`src/hw/rtbd_defs.vh`:
```
// rtbd_defs.vh - constants of the real-time breakpoint debug block
// assumes: included by bare name from the design files under hw/
`ifndef RTBD_DEFS_VH
`define RTBD_DEFS_VH
// register indices on the plain register port
`define RTBD_REG_CFG      4'h0
`define RTBD_REG_TRIG     4'h1
`define RTBD_REG_PC       4'h2
`define RTBD_REG_PCMASK   4'h3
`define RTBD_REG_ALO      4'h4
`define RTBD_REG_AHI      4'h5
`define RTBD_REG_DATA     4'h6
`define RTBD_REG_DMASK    4'h7
// debug_config_status field positions
`define RTBD_CFG_BST_LO   0
`define RTBD_CFG_BST_HI   3
`define RTBD_CFG_EMUF     4
`define RTBD_CFG_TDE      5
`define RTBD_CFG_MAP      6
`define RTBD_CFG_EMUST    7
`define RTBD_CFG_HALT     8
// trigger_definition_reg field positions
`define RTBD_TRG_RESP_LO  0
`define RTBD_TRG_RESP_HI  1
`define RTBD_TRG_L1_LO    2
`define RTBD_TRG_L1_HI    4
`define RTBD_TRG_L2_LO    5
`define RTBD_TRG_L2_HI    7
// breakpoint state field codes
`define RTBD_BST_NONE     4'h0
`define RTBD_BST_W1       4'h1
`define RTBD_BST_T1       4'h2
`define RTBD_BST_W2       4'h5
`define RTBD_BST_T2       4'h6
// debug data pin codes for the same states
`define RTBD_DD_NONE      4'h0
`define RTBD_DD_W1        4'h2
`define RTBD_DD_T1        4'h4
`define RTBD_DD_W2        4'hA
`define RTBD_DD_T2        4'hC
// trigger response codes
`define RTBD_RESP_HALT    2'h1
`define RTBD_RESP_IRQ     2'h2
// processor status codes
`define RTBD_PST_IDLE     4'h0
`define RTBD_PST_INSN     4'h1
`define RTBD_PST_EXIT     4'h7
`define RTBD_PST_BYTE     4'h8
`define RTBD_PST_WORD     4'h9
`define RTBD_PST_LONG     4'hB
`define RTBD_PST_ENTRY    4'hD
`define RTBD_PST_HALT     4'hF
// exception and emulator space constants
`define RTBD_VEC_DEBUG    8'h0C
`define RTBD_FRAME_BYTES  4'h8
`define RTBD_TT_EMU       2'h2
`define RTBD_TM_EMU_DATA  3'h5
`define RTBD_TM_EMU_CODE  3'h6
`define RTBD_PST_ENTRY_CYC 3'h4
`endif

```
`src/hw/rtbd_core.v`:
```
// rtbd_core.v - real-time breakpoint triggers, emulator mode, status pins
// assumes: core strobes are one-cycle pulses on CLOCK; the serial link
// clock is sampled, the link decoder posts register writes/reads as strobes
`timescale 1ns/1ns
`default_nettype none
`include "rtbd_defs.vh"
module rtbd_core
#(
   parameter AW = 32,
   parameter DW = 32
)
(
   // clock and reset
   input  wire          CLOCK,
   input  wire          RSTN,
   // register port (core debug write and link decoder share it)
   input  wire [3:0]    REG_ADDR,
   input  wire [31:0]   REG_WDATA,
   input  wire          REG_WR,
   input  wire          REG_RD,
   input  wire          REG_FROM_LINK,
   output reg  [31:0]   REG_RDATA,
   // serial link clock pin
   input  wire          DEBUG_SERIAL_CLOCK,
   output wire          LINK_CLK_EDGE,
   // core instruction stream
   input  wire          INSN_START,
   input  wire [AW-1:0] INSN_PC,
   input  wire          INSN_DONE,
   input  wire          OPND_VALID,
   input  wire [1:0]    OPND_SIZE,
   input  wire [31:0]   OPND_DATA,
   input  wire          TRACE_EXC,
   input  wire          RETURN_FROM_EXCEPTION,
   input  wire          RESET_INPUT_N,
   input  wire          RESET_EXC_START,
   input  wire [2:0]    IRQ_LEVEL,
   // local bus observed for breakpoints
   input  wire          BUS_VALID,
   input  wire [AW-1:0] BUS_ADDR,
   input  wire [DW-1:0] BUS_DATA,
   input  wire          BUS_IDLE,
   // debug bus requests from the link decoder
   input  wire          DBG_MEM_REQ,
   input  wire          DBG_REG_REQ,
   input  wire          DBG_CYCLE_DONE,
   output reg           DBG_BUS_GRANT,
   output wire          FETCH_STALL,
   output wire          DBG_REG_OK,
   // core control
   output wire          PC_BREAK,
   output reg           CORE_HALT,
   output wire          TAKE_DEBUG_IRQ,
   output wire          IRQ_ACCEPT,
   output reg  [7:0]    EXC_VECTOR,
   output reg  [3:0]    EXC_FRAME_BYTES,
   output reg           EMU_MODE,
   output wire          CACHE_SRAM_OFF,
   output wire [1:0]    TRANSFER_TYPE,
   output wire [2:0]    TRANSFER_MODIFIER,
   output wire          EMU_SPACE,
   input  wire          ACCESS_IS_CODE,
   // status pins
   output reg  [3:0]    PROCESSOR_STATUS_OUT,
   output reg  [3:0]    DEBUG_DATA_OUT
);
   localparam ST_RUN = 2'h0;
   localparam ST_ENT = 2'h1;
   localparam ST_EMU = 2'h2;
   localparam ST_HLT = 2'h3;

   reg  [31:0] cfg;
   reg  [7:0]  trig;
   reg  [AW-1:0] pc_val;
   reg  [AW-1:0] pc_msk;
   reg  [AW-1:0] a_lo;
   reg  [AW-1:0] a_hi;
   reg  [DW-1:0] d_val;
   reg  [DW-1:0] d_msk;
   reg  [3:0]  bstate;
   reg  [1:0]  state;
   reg  [2:0]  ent_cnt;
   reg         pend;
   reg         suppress;
   reg         exit_show;
   reg         sclk_s1;
   reg         sclk_s2;
   reg         sclk_d;
   wire        hit_pc;
   wire        hit_a;
   wire        hit_d;
   wire [2:0]  l1_en;
   wire [2:0]  l2_en;
   wire [1:0]  resp;
   wire        l1_hit;
   wire        l2_hit;
   wire        fire_bus;
   wire        fire_pc;
   wire        wr_trig;
   wire        rd_cfg;
   wire [31:0] cfg_view;
   reg  [3:0]  next_bstate;

   assign l1_en = trig[`RTBD_TRG_L1_HI:`RTBD_TRG_L1_LO];
   assign l2_en = trig[`RTBD_TRG_L2_HI:`RTBD_TRG_L2_LO];
   assign resp  = trig[`RTBD_TRG_RESP_HI:`RTBD_TRG_RESP_LO];

   // the three comparators: pc with mask, address range, data with mask
   rtbd_match #(.W(AW), .RANGE(0)) u_pc
   (
      .clk   (CLOCK),
      .rstn  (RSTN),
      .valid (INSN_START),
      .value (INSN_PC),
      .ref_a (pc_val),
      .ref_b (pc_msk),
      .hit   (hit_pc)
   );
   rtbd_match #(.W(AW), .RANGE(1)) u_addr
   (
      .clk   (CLOCK),
      .rstn  (RSTN),
      .valid (BUS_VALID),
      .value (BUS_ADDR),
      .ref_a (a_lo),
      .ref_b (a_hi),
      .hit   (hit_a)
   );
   rtbd_match #(.W(DW), .RANGE(0)) u_data
   (
      .clk   (CLOCK),
      .rstn  (RSTN),
      .valid (BUS_VALID),
      .value (BUS_DATA),
      .ref_a (d_val),
      .ref_b (d_msk),
      .hit   (hit_d)
   );

   // a level fires when any enabled kind hits; suppressed after a return
   assign l1_hit = ~suppress & (|(l1_en & {hit_d, hit_a, hit_pc}));
   assign l2_hit = ~suppress & (|(l2_en & {hit_d, hit_a, hit_pc}));

   // final trigger: single level on level one, two level only on level two
   assign fire_bus = (bstate == `RTBD_BST_W1 && l2_en == 3'h0 && l1_hit) ||
                     (bstate == `RTBD_BST_W2 && l2_hit);
   // pc hit is reported the cycle after INSN_START, once the registered match is out, so the core can stop early
   assign fire_pc = fire_bus & hit_pc;

   assign wr_trig = REG_WR && REG_ADDR == `RTBD_REG_TRIG;
   assign rd_cfg  = REG_RD && REG_ADDR == `RTBD_REG_CFG;

   // breakpoint state sequencer
   always @*
   begin
      next_bstate = bstate;
      if (wr_trig)
         next_bstate = (REG_WDATA[`RTBD_TRG_L1_HI:`RTBD_TRG_L1_LO] != 3'h0)
                       ? `RTBD_BST_W1 : `RTBD_BST_NONE;
      else if (bstate == `RTBD_BST_W1 && l1_hit)
         next_bstate = (l2_en != 3'h0) ? `RTBD_BST_W2 : `RTBD_BST_T1;
      else if (bstate == `RTBD_BST_W2 && l2_hit)
         next_bstate = `RTBD_BST_T2;
      else if (rd_cfg && (bstate == `RTBD_BST_T2 ||
               (bstate == `RTBD_BST_T1 && l2_en == 3'h0)))
         next_bstate = `RTBD_BST_NONE;
   end

   // register writes; link and core debug write both land here
   always @(posedge CLOCK or negedge RSTN)
   begin
      if (!RSTN)
      begin
         cfg    <= 32'h00000000;
         trig   <= 8'h00;
         pc_val <= {AW{1'b0}};
         pc_msk <= {AW{1'b0}};
         a_lo   <= {AW{1'b0}};
         a_hi   <= {AW{1'b0}};
         d_val  <= {DW{1'b0}};
         d_msk  <= {DW{1'b0}};
         bstate <= `RTBD_BST_NONE;
      end
      else
      begin
         bstate <= next_bstate;
         if (REG_WR)
         begin
            if (REG_ADDR == `RTBD_REG_CFG)
               cfg <= REG_WDATA;
            else if (REG_ADDR == `RTBD_REG_TRIG)
               trig <= REG_WDATA[7:0];
            else if (REG_ADDR == `RTBD_REG_PC)
               pc_val <= REG_WDATA[AW-1:0];
            else if (REG_ADDR == `RTBD_REG_PCMASK)
               pc_msk <= REG_WDATA[AW-1:0];
            else if (REG_ADDR == `RTBD_REG_ALO)
               a_lo <= REG_WDATA[AW-1:0];
            else if (REG_ADDR == `RTBD_REG_AHI)
               a_hi <= REG_WDATA[AW-1:0];
            else if (REG_ADDR == `RTBD_REG_DATA)
               d_val <= REG_WDATA[DW-1:0];
            else if (REG_ADDR == `RTBD_REG_DMASK)
               d_msk <= REG_WDATA[DW-1:0];
         end
      end
   end

   // config view: stored bits with live state and emulator/halt flags
   assign cfg_view = {cfg[31:9], CORE_HALT, EMU_MODE, cfg[6:4], bstate};

   // reads: the link sees only config/status, the core sees everything
   always @(posedge CLOCK or negedge RSTN)
   begin
      if (!RSTN)
         REG_RDATA <= 32'h00000000;
      else if (REG_RD)
      begin
         if (REG_ADDR == `RTBD_REG_CFG)
            REG_RDATA <= cfg_view;
         else if (REG_FROM_LINK)
            REG_RDATA <= 32'h00000000;
         else if (REG_ADDR == `RTBD_REG_TRIG)
            REG_RDATA <= {24'h000000, trig};
         else if (REG_ADDR == `RTBD_REG_PC)
            REG_RDATA <= pc_val;
         else if (REG_ADDR == `RTBD_REG_PCMASK)
            REG_RDATA <= pc_msk;
         else if (REG_ADDR == `RTBD_REG_ALO)
            REG_RDATA <= a_lo;
         else if (REG_ADDR == `RTBD_REG_AHI)
            REG_RDATA <= a_hi;
         else if (REG_ADDR == `RTBD_REG_DATA)
            REG_RDATA <= d_val;
         else if (REG_ADDR == `RTBD_REG_DMASK)
            REG_RDATA <= d_msk;
         else
            REG_RDATA <= 32'h00000000;
      end
   end

   // serial link clock: two-stage sync, then rising edge detect
   always @(posedge CLOCK or negedge RSTN)
   begin
      if (!RSTN)
      begin
         sclk_s1 <= 1'b0;
         sclk_s2 <= 1'b0;
         sclk_d  <= 1'b0;
      end
      else
      begin
         sclk_s1 <= DEBUG_SERIAL_CLOCK;
         sclk_s2 <= sclk_s1;
         sclk_d  <= sclk_s2;
      end
   end
   assign LINK_CLK_EDGE = sclk_s2 & ~sclk_d;

   // interrupt-response trigger is held until the instruction sample point
   // a pc hit is taken at once, before its instruction runs; bus hits wait
   assign TAKE_DEBUG_IRQ = (((pend | (fire_bus & resp == `RTBD_RESP_IRQ)) & INSN_START)
                           | PC_BREAK) & state == ST_RUN;
   assign PC_BREAK = fire_pc & resp == `RTBD_RESP_IRQ;
   // debug interrupt outranks level seven; emulator mode blocks all
   assign IRQ_ACCEPT = (IRQ_LEVEL != 3'h0) & ~EMU_MODE & ~TAKE_DEBUG_IRQ;

   // pending hit, halt, emulator state and suppression window
   always @(posedge CLOCK or negedge RSTN)
   begin
      if (!RSTN)
      begin
         pend            <= 1'b0;
         CORE_HALT       <= 1'b0;
         EMU_MODE        <= 1'b0;
         state           <= ST_RUN;
         ent_cnt         <= 3'h0;
         suppress        <= 1'b0;
         exit_show       <= 1'b0;
         EXC_VECTOR      <= 8'h00;
         EXC_FRAME_BYTES <= 4'h0;
      end
      else
      begin
         exit_show <= 1'b0;
         if (TAKE_DEBUG_IRQ)
            pend <= 1'b0;
         else if (fire_bus && resp == `RTBD_RESP_IRQ)
            pend <= 1'b1;
         if (suppress && INSN_DONE)
            suppress <= 1'b0;
         case (state)
            ST_RUN:
            begin
               if (fire_bus && resp == `RTBD_RESP_HALT)
               begin
                  CORE_HALT <= 1'b1;
                  state     <= ST_HLT;
               end
               else if (TAKE_DEBUG_IRQ ||
                        (TRACE_EXC && cfg[`RTBD_CFG_TDE]) ||
                        (RESET_EXC_START && RESET_INPUT_N && cfg[`RTBD_CFG_EMUF]))
               begin
                  EMU_MODE        <= 1'b1;
                  state           <= ST_ENT;
                  ent_cnt         <= `RTBD_PST_ENTRY_CYC;
                  EXC_VECTOR      <= `RTBD_VEC_DEBUG;
                  EXC_FRAME_BYTES <= `RTBD_FRAME_BYTES;
               end
            end
            ST_ENT:
            begin
               ent_cnt <= ent_cnt - 3'h1;
               if (ent_cnt == 3'h1)
                  state <= ST_EMU;
            end
            ST_EMU:
            begin
               if (RETURN_FROM_EXCEPTION)
               begin
                  EMU_MODE  <= 1'b0;
                  exit_show <= 1'b1;
                  suppress  <= 1'b1;
                  state     <= ST_RUN;
               end
            end
            default:
            begin
               // the flag may be set while halted; reset start with RESET_INPUT_N high clears halt
               if (RESET_EXC_START && RESET_INPUT_N)
               begin
                  CORE_HALT <= 1'b0;
                  EMU_MODE  <= cfg[`RTBD_CFG_EMUF];
                  state     <= cfg[`RTBD_CFG_EMUF] ? ST_EMU : ST_RUN;
               end
            end
         endcase
      end
   end

   // emulator address space when region select is set
   assign EMU_SPACE         = EMU_MODE & cfg[`RTBD_CFG_MAP];
   assign CACHE_SRAM_OFF    = EMU_SPACE;
   assign TRANSFER_TYPE     = EMU_SPACE ? `RTBD_TT_EMU : 2'h0;
   assign TRANSFER_MODIFIER = ~EMU_SPACE ? 3'h0 :
                              ACCESS_IS_CODE ? `RTBD_TM_EMU_CODE : `RTBD_TM_EMU_DATA;

   // local bus hand-off for memory commands; register commands need a stop
   assign FETCH_STALL = DBG_MEM_REQ | DBG_BUS_GRANT;
   assign DBG_REG_OK  = DBG_REG_REQ & (CORE_HALT | state == ST_HLT);
   always @(posedge CLOCK or negedge RSTN)
   begin
      if (!RSTN)
         DBG_BUS_GRANT <= 1'b0;
      else if (DBG_BUS_GRANT && DBG_CYCLE_DONE)
         DBG_BUS_GRANT <= 1'b0;
      else if (DBG_MEM_REQ && BUS_IDLE)
         DBG_BUS_GRANT <= 1'b1;
   end

   // status pins: entry/exit/halt codes win, then markers, then state
   always @(posedge CLOCK or negedge RSTN)
   begin
      if (!RSTN)
      begin
         PROCESSOR_STATUS_OUT <= `RTBD_PST_IDLE;
         DEBUG_DATA_OUT       <= `RTBD_DD_NONE;
      end
      else
      begin
         if (state == ST_ENT)
            PROCESSOR_STATUS_OUT <= `RTBD_PST_ENTRY;
         else if (exit_show)
            PROCESSOR_STATUS_OUT <= `RTBD_PST_EXIT;
         else if (CORE_HALT)
            PROCESSOR_STATUS_OUT <= `RTBD_PST_HALT;
         else if (OPND_VALID)
            PROCESSOR_STATUS_OUT <= (OPND_SIZE == 2'h0) ? `RTBD_PST_BYTE :
                                    (OPND_SIZE == 2'h1) ? `RTBD_PST_WORD
                                                        : `RTBD_PST_LONG;
         else if (INSN_DONE)
            PROCESSOR_STATUS_OUT <= `RTBD_PST_INSN;
         else
            PROCESSOR_STATUS_OUT <= `RTBD_PST_IDLE;
         if (OPND_VALID)
            DEBUG_DATA_OUT <= OPND_DATA[3:0];
         else if (bstate == `RTBD_BST_W1)
            DEBUG_DATA_OUT <= `RTBD_DD_W1;
         else if (bstate == `RTBD_BST_T1)
            DEBUG_DATA_OUT <= `RTBD_DD_T1;
         else if (bstate == `RTBD_BST_W2)
            DEBUG_DATA_OUT <= `RTBD_DD_W2;
         else if (bstate == `RTBD_BST_T2)
            DEBUG_DATA_OUT <= `RTBD_DD_T2;
         else
            DEBUG_DATA_OUT <= `RTBD_DD_NONE;
      end
   end
endmodule
`default_nettype wire

```
`src/hw/rtbd_match.v`:
```
// rtbd_match.v - one comparator: masked equality or inclusive range
// assumes: inputs are from logic on the same clock
`timescale 1ns/1ns
`default_nettype none
module rtbd_match
#(
   parameter W     = 32,
   parameter RANGE = 0
)
(
   // clock and reset
   input  wire         clk,
   input  wire         rstn,
   // compare inputs
   input  wire         valid,
   input  wire [W-1:0] value,
   input  wire [W-1:0] ref_a,
   input  wire [W-1:0] ref_b,
   // result
   output reg          hit
);
   wire cmp;
   // ref_b is a mask (1 = ignore bit) or, in range mode, the upper bound
   assign cmp = RANGE ? ((value >= ref_a) && (value <= ref_b))
                      : (((value ^ ref_a) & ~ref_b) == {W{1'b0}});
   // registered so the long compare never sits in the core's path
   always @(posedge clk or negedge rstn)
   begin
      if (!rstn)
         hit <= 1'b0;
      else
         hit <= valid & cmp;
   end
endmodule
`default_nettype wire

```
`config.mk`:
```
export PLATFORM = sky130hd
export DESIGN_NAME = rtbd_core
export DESIGN_NICKNAME = d
export VERILOG_FILES = /design/src/hw/rtbd_core.v /design/src/hw/rtbd_match.v
export VERILOG_INCLUDE_DIRS = /design/src /design/src/hw
export SDC_FILE = /design/constraint.sdc
export NUM_CORES = 1
export LEC_CHECK = 0
export BUFFER_PORTS_ARGS = -buffer_cell sky130_fd_sc_hd__buf_4
export CAP_MARGIN = 20
export CORE_MARGIN = 2
export CORE_UTILIZATION = 51
export DETAILED_ROUTE_END_ITERATION = 10
export PLACE_DENSITY = 0.76
export SLEW_MARGIN = 10
export SYNTH_ARGS = -nofsm -noshare
export SYNTH_HDL_FRONTEND = slang
export SYNTH_SLANG_ARGS = --single-unit
```
`constraint.sdc`:
```
create_clock -name CLOCK -period 1.99 [get_ports CLOCK]
set_input_delay 0.0995 -clock CLOCK [delete_from_list [all_inputs] [get_ports CLOCK]]
set_output_delay 0.0995 -clock CLOCK [all_outputs]
set_load 0.05 [all_outputs]
```
==> results of run 1 <==
[cell usage after synthesis (8+ instances only)]
cell type  number
dfrtp_1       287
mux2_2        150
a22oi_1       100
nand2_1       100
o21ai_0        86
inv_1          74
ha_1           71
a21oi_1        69
nor2_1         65
xnor2_1        64
clkbuf_1       35
o22ai_1        30
o211ai_1       26
buf_2          25
nor3_1         18
mux2_1         16
buf_4          15
a21o_1         12
nand2b_1       10
nand4_1        10
a222oi_1        9
nor2b_1         8
[metal layers]
metal  track usage, %  share of wire [%]  vias up
li1                 -                  -     5646
met1             41.7                 40     6196
met2             51.6                 47      652
met3             4.52                8.1      139
met4             14.8                4.4        0
met5                0                  0        -
[critical path, stage by stage (launching register included)]
cell	delay, ns
dfrtp_1	0.42
or4_4	0.53
o22ai_4	0.23
nand2_2	0.11
nor2_4	0.12
and2_4	0.17
buf_8	0.14
[logic make-up (layout without fill, tap and decap cells)]
group	Yosys count	count (layout)	synth area share, %
simple gates	260	260	8.41
xor+xnor	64	64	3.74
flops	287	287	47.9
mux	174	174	13.4
other cells	1	11	0.0250
buf+inv	156	482	4.49
fa+ha+maj	71	71	5.92
compound gates	374	374	16.2
[cell type report]
class                           instances  area [sq um]  share of cell area [%]
Clock buffer                           40           870                    4.48
Tap cell                              384           480                    2.48
Sequential cell                       287          7180                    37.0
Inverter                               74           278                    1.43
Antenna cell                            1          2.50                  0.0129
Clock inverter                         16           143                   0.735
Timing Repair Buffer                  352          3010                    15.5
Multi-Input combinational cell        953          7430                    38.3
[stage by stage]
stage	cells	TNS, ns
after floorplan	1396	0
after global placement	1977	-0.233
after detailed placement	1977	-0.296
after CTS	2098	-1.60
after global routing	2107	-2.30
final	2107	-1.68
[sequential cells by signal (all words and copies together) (netlist names), 2 cells and up]
name,cells
d_msk,32
state,2
d_val,32
a_lo,32
ent_cnt,3
cfg,26
pc_msk,32
DEBUG_DATA_OUT,4
a_hi,32
PROCESSOR_STATUS_OUT,4
pc_val,32
bstate,3
trig,8
REG_RDATA,32
[where the power goes]
part / leakage (nW) / total, W / internal (W) / switching [W]
clock: 0.510 / 0.00576 / 0.00333 / 0.00243
sequential: 3.49 / 0.00821 / 0.00713 / 0.00108
combinational: 4.60 / 0.00630 / 0.00289 / 0.00340
[worst paths after layout]
| path | startpoint | to | slack (ns) | depth (start not counted) |
|---|---|---|---|---|
| setup / recovery | trig[5]$_DFFE_PN0P_ | PC_BREAK | -0.40 | 6 |
| hold / removal | RSTN | sclk_d$_DFF_PN0_ | 0.03 | 2 |
| setup reg to reg | u_pc.hit$_DFF_PN0_ | EMU_MODE$_DFFE_PN0P_ | -0.20 | 7 |
| hold reg to reg | sclk_s1$_DFF_PN0_ | sclk_s2$_DFF_PN0_ | 0.35 | 0 |
| max in group asynchronous | RSTN | a_lo[13]$_DFFE_PN0P_ | 1.19 | 3 |
| min in group CLOCK | REG_ADDR[2] | bstate[2]$_DFFE_PN0P_ | 0.04 | 3 |
[repair_timing]
action | in CTS | in global routing
buffers inserted | 4 | 8
pin swaps | 12 | 10
hold buffers | 62 | 0
endpoints found under the setup margin | 6 | 10
gates resized for setup | 25 | 12
endpoints found under the hold margin | 536 | 0
==> flow_metrics.env, run 1 <==
export IMPL_finalCritPeriodShare_pct=120
export IMPL_p_per_area_nw_per_um2=1050
export IMPL_status="complete, but fails checks"
export IMPL_drt_iter0_markers=1103
export IMPL_async_flop_share_pct=100
export IMPL_layout_common_cells="dfrtp_1 (287), buf_4 (270), mux2_2 (150)"
export IMPL_yosys_area_top_type_share_pct=47.9
export IMPL_hold_viol_final=0
export IMPL_gp_congestion=0.960
export IMPL_leakagePower_nw=8.60
export IMPL_grt_pass1_vias=12900
export IMPL_die_h_um=176
export IMPL_post_place_ws_ns=-0.192
export IMPL_drc=0
export IMPL_netlist_instances=1387
export IMPL_grt_max_degree=63
export IMPL_setup_viol=9
export IMPL_dp_hpwl_um=34300
export IMPL_design_area_sq_um=19400
export IMPL_ioPinCount=256
export IMPL_fillers=2206
export IMPL_hold_path_class="in2async"
export IMPL_synth_seq_area_share_pct=47.9
export IMPL_portBuffers=217
export IMPL_worst_slack_ns=-0.397
export IMPL_crit_required_ns=1.89
export IMPL_ys_flop_type="dfrtp_1"
export IMPL_yosysTopAreaCell="dfrtp_1"
export IMPL_cts_sinks=287
export IMPL_slew_headroom_pct=61.4
export IMPL_cts_tree="built"
export IMPL_nNetsFinal=1958
export IMPL_overflow=0
export IMPL_ys_types=66
export IMPL_final_antenna_net_count=0
export IMPL_critical_path_endpoint_type="output pin"
export IMPL_cp_max_fo=4
export IMPL_fmax_ghz=0.419
export IMPL_dieArea_sq_um=30800
export IMPL_utilization_pct=67.2
export IMPL_synth_edff_count=0
export IMPL_clock_latency_ns=0.56
export IMPL_ys_ff_latch=287
export IMPL_holdWs_ns=0.0338
export IMPL_arrival_ns=2.29
export IMPL_htree_levels=1
export IMPL_violations="negative setup slack"
export IMPL_min_period_ns=2.39
export IMPL_avgRoutedWirePerCell_um=23.2
export IMPL_core_sq_um=28900
export IMPL_grt_pass1_wl_um=74400
export IMPL_cts_buffers=31
export IMPL_rows=62
export IMPL_first_pass_iters=5
export IMPL_syn_to_final_growth_pct=29.3
export IMPL_synth_area_leaders="dfrtp_1 (48%), mux2_2 (11%), ha_1 (5.9%)"
export IMPL_syn_cell_area_sq_um=15000
export IMPL_wl_um=48900
export IMPL_grt_usage_pct=31.6
export IMPL_path_class="reg2out"
export IMPL_place_area_sq_um=17500
export IMPL_antenna_found_initial=2
export IMPL_p_total_w=0.0203
export IMPL_layout_commonest_cell="dfrtp_1"
export IMPL_worstMarginPinSlew_ns=0.578
export IMPL_slew_violations=0
export IMPL_num_vias=12600
export IMPL_cap_violations=0
export IMPL_final_layout_size_suffix_gt1_share_pct=32.0
export IMPL_dieWidth_um=176
export IMPL_ir_worst_vdd_mv=0.694
export IMPL_cts_root_buf="clkbuf_16"
export IMPL_cts_buffer_depth=3
export IMPL_clkTransAtPathRegs_ns=0.06
export IMPL_initial_core_util_pct=52.0
export IMPL_rsz0062_at_grt="true"
export IMPL_fin_worst_skew_ns=0.0110
export IMPL_vias_per_cell=6.00
export IMPL_synth_warning_count=0
export IMPL_syn_avg_cell_area_sq_um=10.8
export IMPL_worst_setup_path_start_kind="register"
(Power assumes the default switching activity.)
==> run 2, diff against run 1 <==
--- a/config.mk
+++ b/config.mk
@@ -12,6 +12,7 @@
 export CORE_UTILIZATION = 51
 export DETAILED_ROUTE_END_ITERATION = 10
 export PLACE_DENSITY = 0.76
+export SKIP_LAST_GASP = 1
 export SLEW_MARGIN = 10
 export SYNTH_ARGS = -nofsm -noshare
 export SYNTH_HDL_FRONTEND = slang
==> constraint.sdc (replaced) <==
create_clock -name CLOCK -period 1.99 [get_ports CLOCK]
set_input_delay 0.398 -clock CLOCK [delete_from_list [all_inputs] [get_ports CLOCK]]
set_output_delay 0.398 -clock CLOCK [all_outputs]
set_load 0.05 [all_outputs]
==> run 2 against run 1 <==
  * The flow still finishes with violations (negative setup slack)
  * Register-to-register slack worse by 0.07 ns
  * Non-clock buffer count up 14
  * Combinational power up 5.2%
==> flow_metrics.env, run 2 (synthesized netlist as in run 1, its figures left out) <==
export IMPL_nNetsFinal=1971
export IMPL_final_layout_size_suffix_gt1_share_pct=36.5
export IMPL_placed_cells=2040
export IMPL_arrival_ns=2.24
export IMPL_status="complete, but fails checks"
export IMPL_path_class="reg2out"
export IMPL_initial_core_util_pct=52.0
export IMPL_grt_max_degree=63
export IMPL_layout_commonest_cell="buf_4"
export IMPL_drc=0
export IMPL_rows=62
export IMPL_syn_to_final_growth_pct=30.2
export IMPL_finalCritPeriodShare_pct=133
export IMPL_min_period_ns=2.64
export IMPL_min_from="DBG_CYCLE_DONE"
export IMPL_violations="negative setup slack"
export IMPL_dieWidth_um=176
export IMPL_reg2reg_slack_ns=-0.27
export IMPL_instances_no_fill=2117
export IMPL_fillers=2180
export IMPL_setup_viol=12
export IMPL_grt_pass1_wl_um=73900
export IMPL_drt_iter0_markers=1068
export IMPL_setup_tns_ns=-2.91
export IMPL_post_place_ws_ns=-0.354
export IMPL_n_antenna_cell=0
export IMPL_grt_pass1_vias=12900
export IMPL_layout_common_cells="buf_4 (332), dfrtp_1 (285), mux2_2 (150)"
export IMPL_clock_latency_ns=0.55
export IMPL_rsz0062_at_grt="true"
export IMPL_whs_path_depth=2
export IMPL_avgRoutedWirePerCell_um=22.8
export IMPL_first_pass_iters=5
export IMPL_overflow=0
export IMPL_gp_congestion=0.948
export IMPL_portBuffers=217
export IMPL_num_vias=12700
export IMPL_cts_buffers=30
export IMPL_worst_setup_path_start_kind="register"
export IMPL_cts_buffer_depth=3
export IMPL_cap_violations=0
export IMPL_ir_worst_vdd_mv=0.675
export IMPL_fmax_ghz=0.378
export IMPL_dieArea_sq_um=30800
export IMPL_reg2reg_depth=10
export IMPL_core_sq_um=28900
export IMPL_vias_per_cell=6.00
export IMPL_htree_levels=1
export IMPL_slew_violations=0
export IMPL_whs_endpoint="DBG_BUS_GRANT$_DFFE_PN0P_"
export IMPL_utilization_pct=67.7
export IMPL_final_antenna_net_count=0
export IMPL_cts_tree="built"
export IMPL_fin_worst_skew_ns=0.00924
export IMPL_leakagePower_nw=8.75
export IMPL_cts_root_buf="clkbuf_16"
export IMPL_cp_max_fo=4
export IMPL_p_per_area_nw_per_um2=1060
export IMPL_clkTransAtPathRegs_ns=0.06
export IMPL_critical_path_endpoint_type="output pin"
export IMPL_p_total_w=0.0207
export IMPL_worst_slack_ns=-0.653
export IMPL_antenna_found_initial=0
export IMPL_grt_usage_pct=31.2
export IMPL_r2r_end="EMU_MODE$_DFFE_PN0P_"
export IMPL_crit_required_ns=1.59
export IMPL_cts_sinks=287
export IMPL_hold_viol_final=0
export IMPL_reg2reg_from="trig[6]$_DFFE_PN0P_"
export IMPL_ioPinCount=256
export IMPL_wl_um=48200
export IMPL_die_h_um=176
export IMPL_hold_path_class="in2reg"
export IMPL_dp_hpwl_um=34800
-- run 2: cell types whose count changed in the layout (fill, tap and decap cells not counted), moves of 3 or more --
cell | previous run | this run
buf_4 | 270 | 332
dlygate4sd3_1 | 62 | 2
buf_6 | 3 | 10
buf_12 | 15 | 21
clkinv_2 | 11 | 7
ha_1 | 66 | 62
ha_4 | 5 | 9
inv_1 | 70 | 66
inv_2 | 4 | 8
a21oi_2 | 5 | 2
-- run 2: worst max-delay path: stages (launching register included) --
cell and delay [ns]:
dfrtp_1 0.42, or4_4 0.52, o22ai_4 0.23, nand2_2 0.11
a21oi_4 0.20, nor3_4 0.05, buf_6 0.16
-- run 2: worst max-delay path by stage --
stage	from	to	slack (ns)	cells after the start
floorplan	trig[7]$_DFFE_PN0P_	IRQ_ACCEPT	-0.23	5
global placement	BUS_ADDR[31]	u_addr.hit$_DFF_PN0_	-0.30	8
detailed placement	BUS_ADDR[31]	u_addr.hit$_DFF_PN0_	-0.35	8
CTS	trig[7]$_DFFE_PN0P_	PC_BREAK	-0.67	6
global route	trig[7]$_DFFE_PN0P_	IRQ_ACCEPT	-0.72	6
finish	trig[5]$_DFFE_PN0P_	IRQ_ACCEPT	-0.65	6
-- run 2: what timing repair did --
| item | CTS | global route |
|---|---|---|
| endpoints found under the hold margin | 27 | 0 |
| hold buffers | 2 | 0 |
| pin swaps | 16 | 12 |
| setup endpoints to repair | 10 | 14 |
| setup buffers | 10 | 13 |
| gates resized for setup | 34 | 19 |
| cloned | 0 | 0 |
-- run 2: area by class of cell --
cell class	count	area, sq um	share of cell area, %
Clock buffer	40	860	4.40
Timing Repair Buffer	366	3060	15.7
Sequential cell	287	7180	36.8
Tap cell	384	480	2.46
Multi-Input combinational cell	953	7490	38.4
Clock inverter	13	173	0.884
Inverter	74	278	1.42
-- run 2: power breakdown --
| group | leakage (nW) | internal, W | total [W] | switching [W] |
|---|---|---|---|---|
| Combinational | 4.75 | 0.00313 | 0.00663 | 0.00350 |
| Clock | 0.515 | 0.00353 | 0.00587 | 0.00234 |
| Sequential | 3.49 | 0.00713 | 0.00821 | 0.00108 |
-- run 2: per-layer routing --
| layer | part of all wire (%) | GRT usage (%) |
|---|---|---|
| met1 | 40 | 41.3 |
| met2 | 47 | 50.5 |
| met3 | 7.9 | 5.87 |
| met4 | 4.6 | 13.6 |
| met5 | 0 | 0 |
-- run 2: per-stage QoR --
step | area, sq um | hold WS, ns
after CTS | 19300 | 0.0117
after global routing | 19500 | 0.0160
after floorplan | 15100 | 0.102
final | 19500 | 0.0317
after detailed placement | 18000 | 0.289
after global placement | 18000 | 0.285
==> run 3, diff against run 2 <==
--- a/config.mk
+++ b/config.mk
@@ -9,11 +9,12 @@
 export BUFFER_PORTS_ARGS = -buffer_cell sky130_fd_sc_hd__buf_4
 export CAP_MARGIN = 20
 export CORE_MARGIN = 2
-export CORE_UTILIZATION = 51
+export CORE_UTILIZATION = 52
 export DETAILED_ROUTE_END_ITERATION = 10
-export PLACE_DENSITY = 0.76
+export PLACE_DENSITY = 0.78
 export SKIP_LAST_GASP = 1
 export SLEW_MARGIN = 10
 export SYNTH_ARGS = -nofsm -noshare
 export SYNTH_HDL_FRONTEND = slang
+export SYNTH_HIERARCHICAL = 1
 export SYNTH_SLANG_ARGS = --single-unit
==> run 3 against run 2 <==
  * Cell area is essentially flat
  * Area after synthesis rose by 1.7%
  * Hold slack improved by 0.027 ns
  * Wire length fell by 4.0%
  * Non-clock buffer count is 19 lower
  * Register-to-register slack improved by 0.06 ns
  * Clock skew is 0.0093 ns higher
  * The flow still finishes with violations (negative setup slack)
  * Synthesized cell count fell by 7.9%
  * Core utilization is 0.13 points higher
  * Setup slack better by 0.054 ns
  * Cell count fell by 5.5%
  * Critical path depth stayed put
==> flow_metrics.env, run 3 <==
export IMPL_overflow=0
export IMPL_antenna_found_initial=0
export IMPL_sw_frac_of_total_pct=33.2
export IMPL_fin_worst_skew_ns=0.0185
export IMPL_cp_cell_sequence="or4_4, o22ai_4, nand2_2, nor2_2, and2_4, buf_8"
export IMPL_ir_worst_vdd_mv=0.866
export IMPL_finalCritPeriodShare_pct=130
export IMPL_htree_levels=1
export IMPL_syn_avg_cell_area_sq_um=11.9
export IMPL_ioPinCount=256
export IMPL_grt_pass1_wl_um=71800
export IMPL_ys_flop_type="dfrtp_1"
export IMPL_instances_no_fill=2000
export IMPL_path_class="reg2out"
export IMPL_cap_violations=0
export IMPL_critical_path_endpoint_type="output pin"
export IMPL_ys_ff_latch=287
export IMPL_dp_hpwl_um=33600
export IMPL_switching_power_w=0.00684
export IMPL_p_total_w=0.0206
export IMPL_grt_pass1_vias=12700
export IMPL_cp_max_fo=3
export IMPL_die_h_um=175
export IMPL_dieArea_sq_um=30700
export IMPL_violations="negative setup slack"
export IMPL_slowest_stage="or4_4"
export IMPL_power_internal_w=0.0138
export IMPL_critPathMaxStageDelay_ns=0.54
export IMPL_yosysTopAreaCell="dfrtp_1"
export IMPL_p_seq_share_pct=40.0
export IMPL_cts_buffers=31
export IMPL_avgRoutedWirePerCell_um=23.1
export IMPL_cts_root_buf="clkbuf_16"
export IMPL_cts_buffer_depth=3
export IMPL_nNetsFinal=1853
export IMPL_power_frac_comb_pct=32.1
export IMPL_ys_types=74
export IMPL_worstMarginPinSlew_ns=0.624
export IMPL_synth_xor_area_share_pct=3.67
export IMPL_clkTransAtPathRegs_ns=0.06
export IMPL_rows=62
export IMPL_hold_viol_final=0
export IMPL_layout_commonest_cell="buf_4"
export IMPL_synth_top_family_by_area="multiplexers"
export IMPL_placed_cells=1924
export IMPL_crit_required_ns=1.59
export IMPL_gp_congestion=0.894
export IMPL_drc=0
export IMPL_arrival_ns=2.19
export IMPL_layout_common_cells="buf_4 (318), dfrtp_1 (285), mux2_2 (228)"
export IMPL_yosys_area_top_type_share_pct=47.1
export IMPL_num_vias=12100
export IMPL_synth_fa_ha_area_share_pct=5.82
export IMPL_met1_length_um=17400
export IMPL_synth_warning_count=6
export IMPL_syn_cell_area_sq_um=15300
export IMPL_wl_um=46300
export IMPL_cts_tree="built"
export IMPL_final_layout_size_suffix_gt1_share_pct=43.9
export IMPL_p_per_area_nw_per_um2=1060
export IMPL_synth_mux_area_share_pct=21.7
export IMPL_final_antenna_net_count=0
export IMPL_hold_path_class="in2reg"
export IMPL_netlist_instances=1277
export IMPL_dieWidth_um=175
export IMPL_route_met2_wl_um=22500
export IMPL_clock_latency_ns=0.57
export IMPL_cts_sinks=287
export IMPL_syn_to_final_growth_pct=27.9
export IMPL_drt_iter0_markers=1263
export IMPL_grt_max_degree=55
export IMPL_synth_area_leaders="dfrtp_1 (47%), mux2_2 (17%), ha_1 (5.8%)"
export IMPL_holdWs_ns=0.0584
export IMPL_portBuffers=217
export IMPL_min_period_ns=2.59
export IMPL_dr_max_layer_used="met4"
export IMPL_core_sq_um=28800
export IMPL_synth_edff_count=0
export IMPL_worst_setup_path_start_kind="register"
export IMPL_worst_slack_ns=-0.599
export IMPL_grt_usage_pct=30.2
export IMPL_status="complete, but fails checks"
export IMPL_wl_met3_um=4350
export IMPL_fmax_ghz=0.386
export IMPL_synth_seq_area_share_pct=47.1
export IMPL_rsz0062_at_grt="true"
export IMPL_async_flop_share_pct=100
export IMPL_utilization_pct=67.8
export IMPL_synthSimpleGateAreaFrac_pct=7.00
export IMPL_setup_viol=10
export IMPL_first_pass_iters=9
export IMPL_vias_per_cell=6.07
export IMPL_n_antenna_cell=0
export IMPL_initial_core_util_pct=53.0
export IMPL_synth_most_common_cell="dfrtp_1"
export IMPL_synth_commonest_cells="dfrtp_1 (287), mux2_2 (228), nand2_1 (83)"
export IMPL_pwr_share_clk_pct=27.8
export IMPL_synth_compound_area_share_pct=10.4
export IMPL_leakagePower_nw=8.88
export IMPL_slew_headroom_pct=58.0
export IMPL_slew_violations=0
export IMPL_post_place_ws_ns=-0.288
## run 3: changes by cell type after synthesis, moves of 11 or more
cell,delta
o211ai_1,-22
a22oi_1,-92
mux4_2,+28
nand3_1,+12
nand2_1,-17
nor2_1,-20
nor3_1,-11
mux2_2,+78
o21ai_0,-19
mux2_1,-15
a222oi_1,+18
a21oi_1,-30
clkbuf_1,-14
## run 3: critical path, delay by kind of cell (launching register included)
family,cells,cell delay (ns)
and+or+nand+nor,4,0.92
DFF,1,0.37
AOI/OAI and AO/OA,1,0.20
buffers and inverters,1,0.14
## run 3: repair_timing
action / CTS / global route
endpoints found under the hold margin: 47 / 0
buffers inserted: 11 / 11
hold buffers: 3 / 0
pin swaps: 11 / 13
resized for setup: 22 / 27
endpoints found under the setup margin: 8 / 13
## run 3: metal layers
layer / track usage [%] / up-vias
li1: - / 5296
met1: 38.5 / 6016
met2: 50.9 / 711
met3: 5.74 / 124
met4: 12.0 / 0
met5: 0 / -
## run 3: worst paths after layout
kind | startpoint | end | slack [ns] | cells after the start
min in group asynchronous | RSTN | REG_RDATA[27]$_DFFE_PN0P_ | 0.36 | 2
max in group asynchronous | RSTN | EXC_VECTOR[2]$_DFFE_PN0P_ | 0.93 | 3
worst max register to register | bstate[2]$_DFFE_PN0P_ | state[1]$_DFFE_PN0P_ | -0.21 | 8
worst max-delay path | bstate[2]$_DFFE_PN0P_ | PC_BREAK | -0.60 | 6
worst min register to register | sclk_s1$_DFF_PN0_ | sclk_s2$_DFF_PN0_ | 0.36 | 0
worst min-delay path | OPND_DATA[3] | DEBUG_DATA_OUT[3]$_DFF_PN0_ | 0.06 | 3
## run 3: layout make-up
type | instances | area (sq um)
multi-input combinational | 853 | 7690
inverter | 74 | 278
timing repair buffer | 347 | 2870
sequential | 287 | 7180
fill | 2107 | 9270
tap | 384 | 480
clock buffer | 47 | 916
clock inverter | 8 | 96.3
## run 3: logic make-up (layout without fill, tap and decap cells)
group,count (synthesis),after routing
flops,287,287
mux,262,262
compound gates,236,236
simple gates,210,210
buf+inv,146,476
fa+ha+maj,71,71
xor+xnor,64,64
other cells,1,10
## run 3: power by group through the flow
stage,logic [W],registers (W),clock network [W]
2_1_floorplan,0.00369,0.00835,0
3_3_place_gp,0.00587,0.00825,0
3_5_place_dp,0.00610,0.00834,0
4_1_cts,0.00630,0.00824,0.00579
5_1_grt,0.00713,0.00839,0.00604
6_report,0.00663,0.00825,0.00574
## run 3: per-stage QoR
step / setup TNS, ns / cell area, sq um
6_report: -2.42 / 19500
5_1_grt: -3.21 / 19500
4_1_cts: -2.00 / 19300
3_5_place_dp: -2.30 / 18100
3_3_place_gp: -0.668 / 18100
2_1_floorplan: -0.548 / 15300
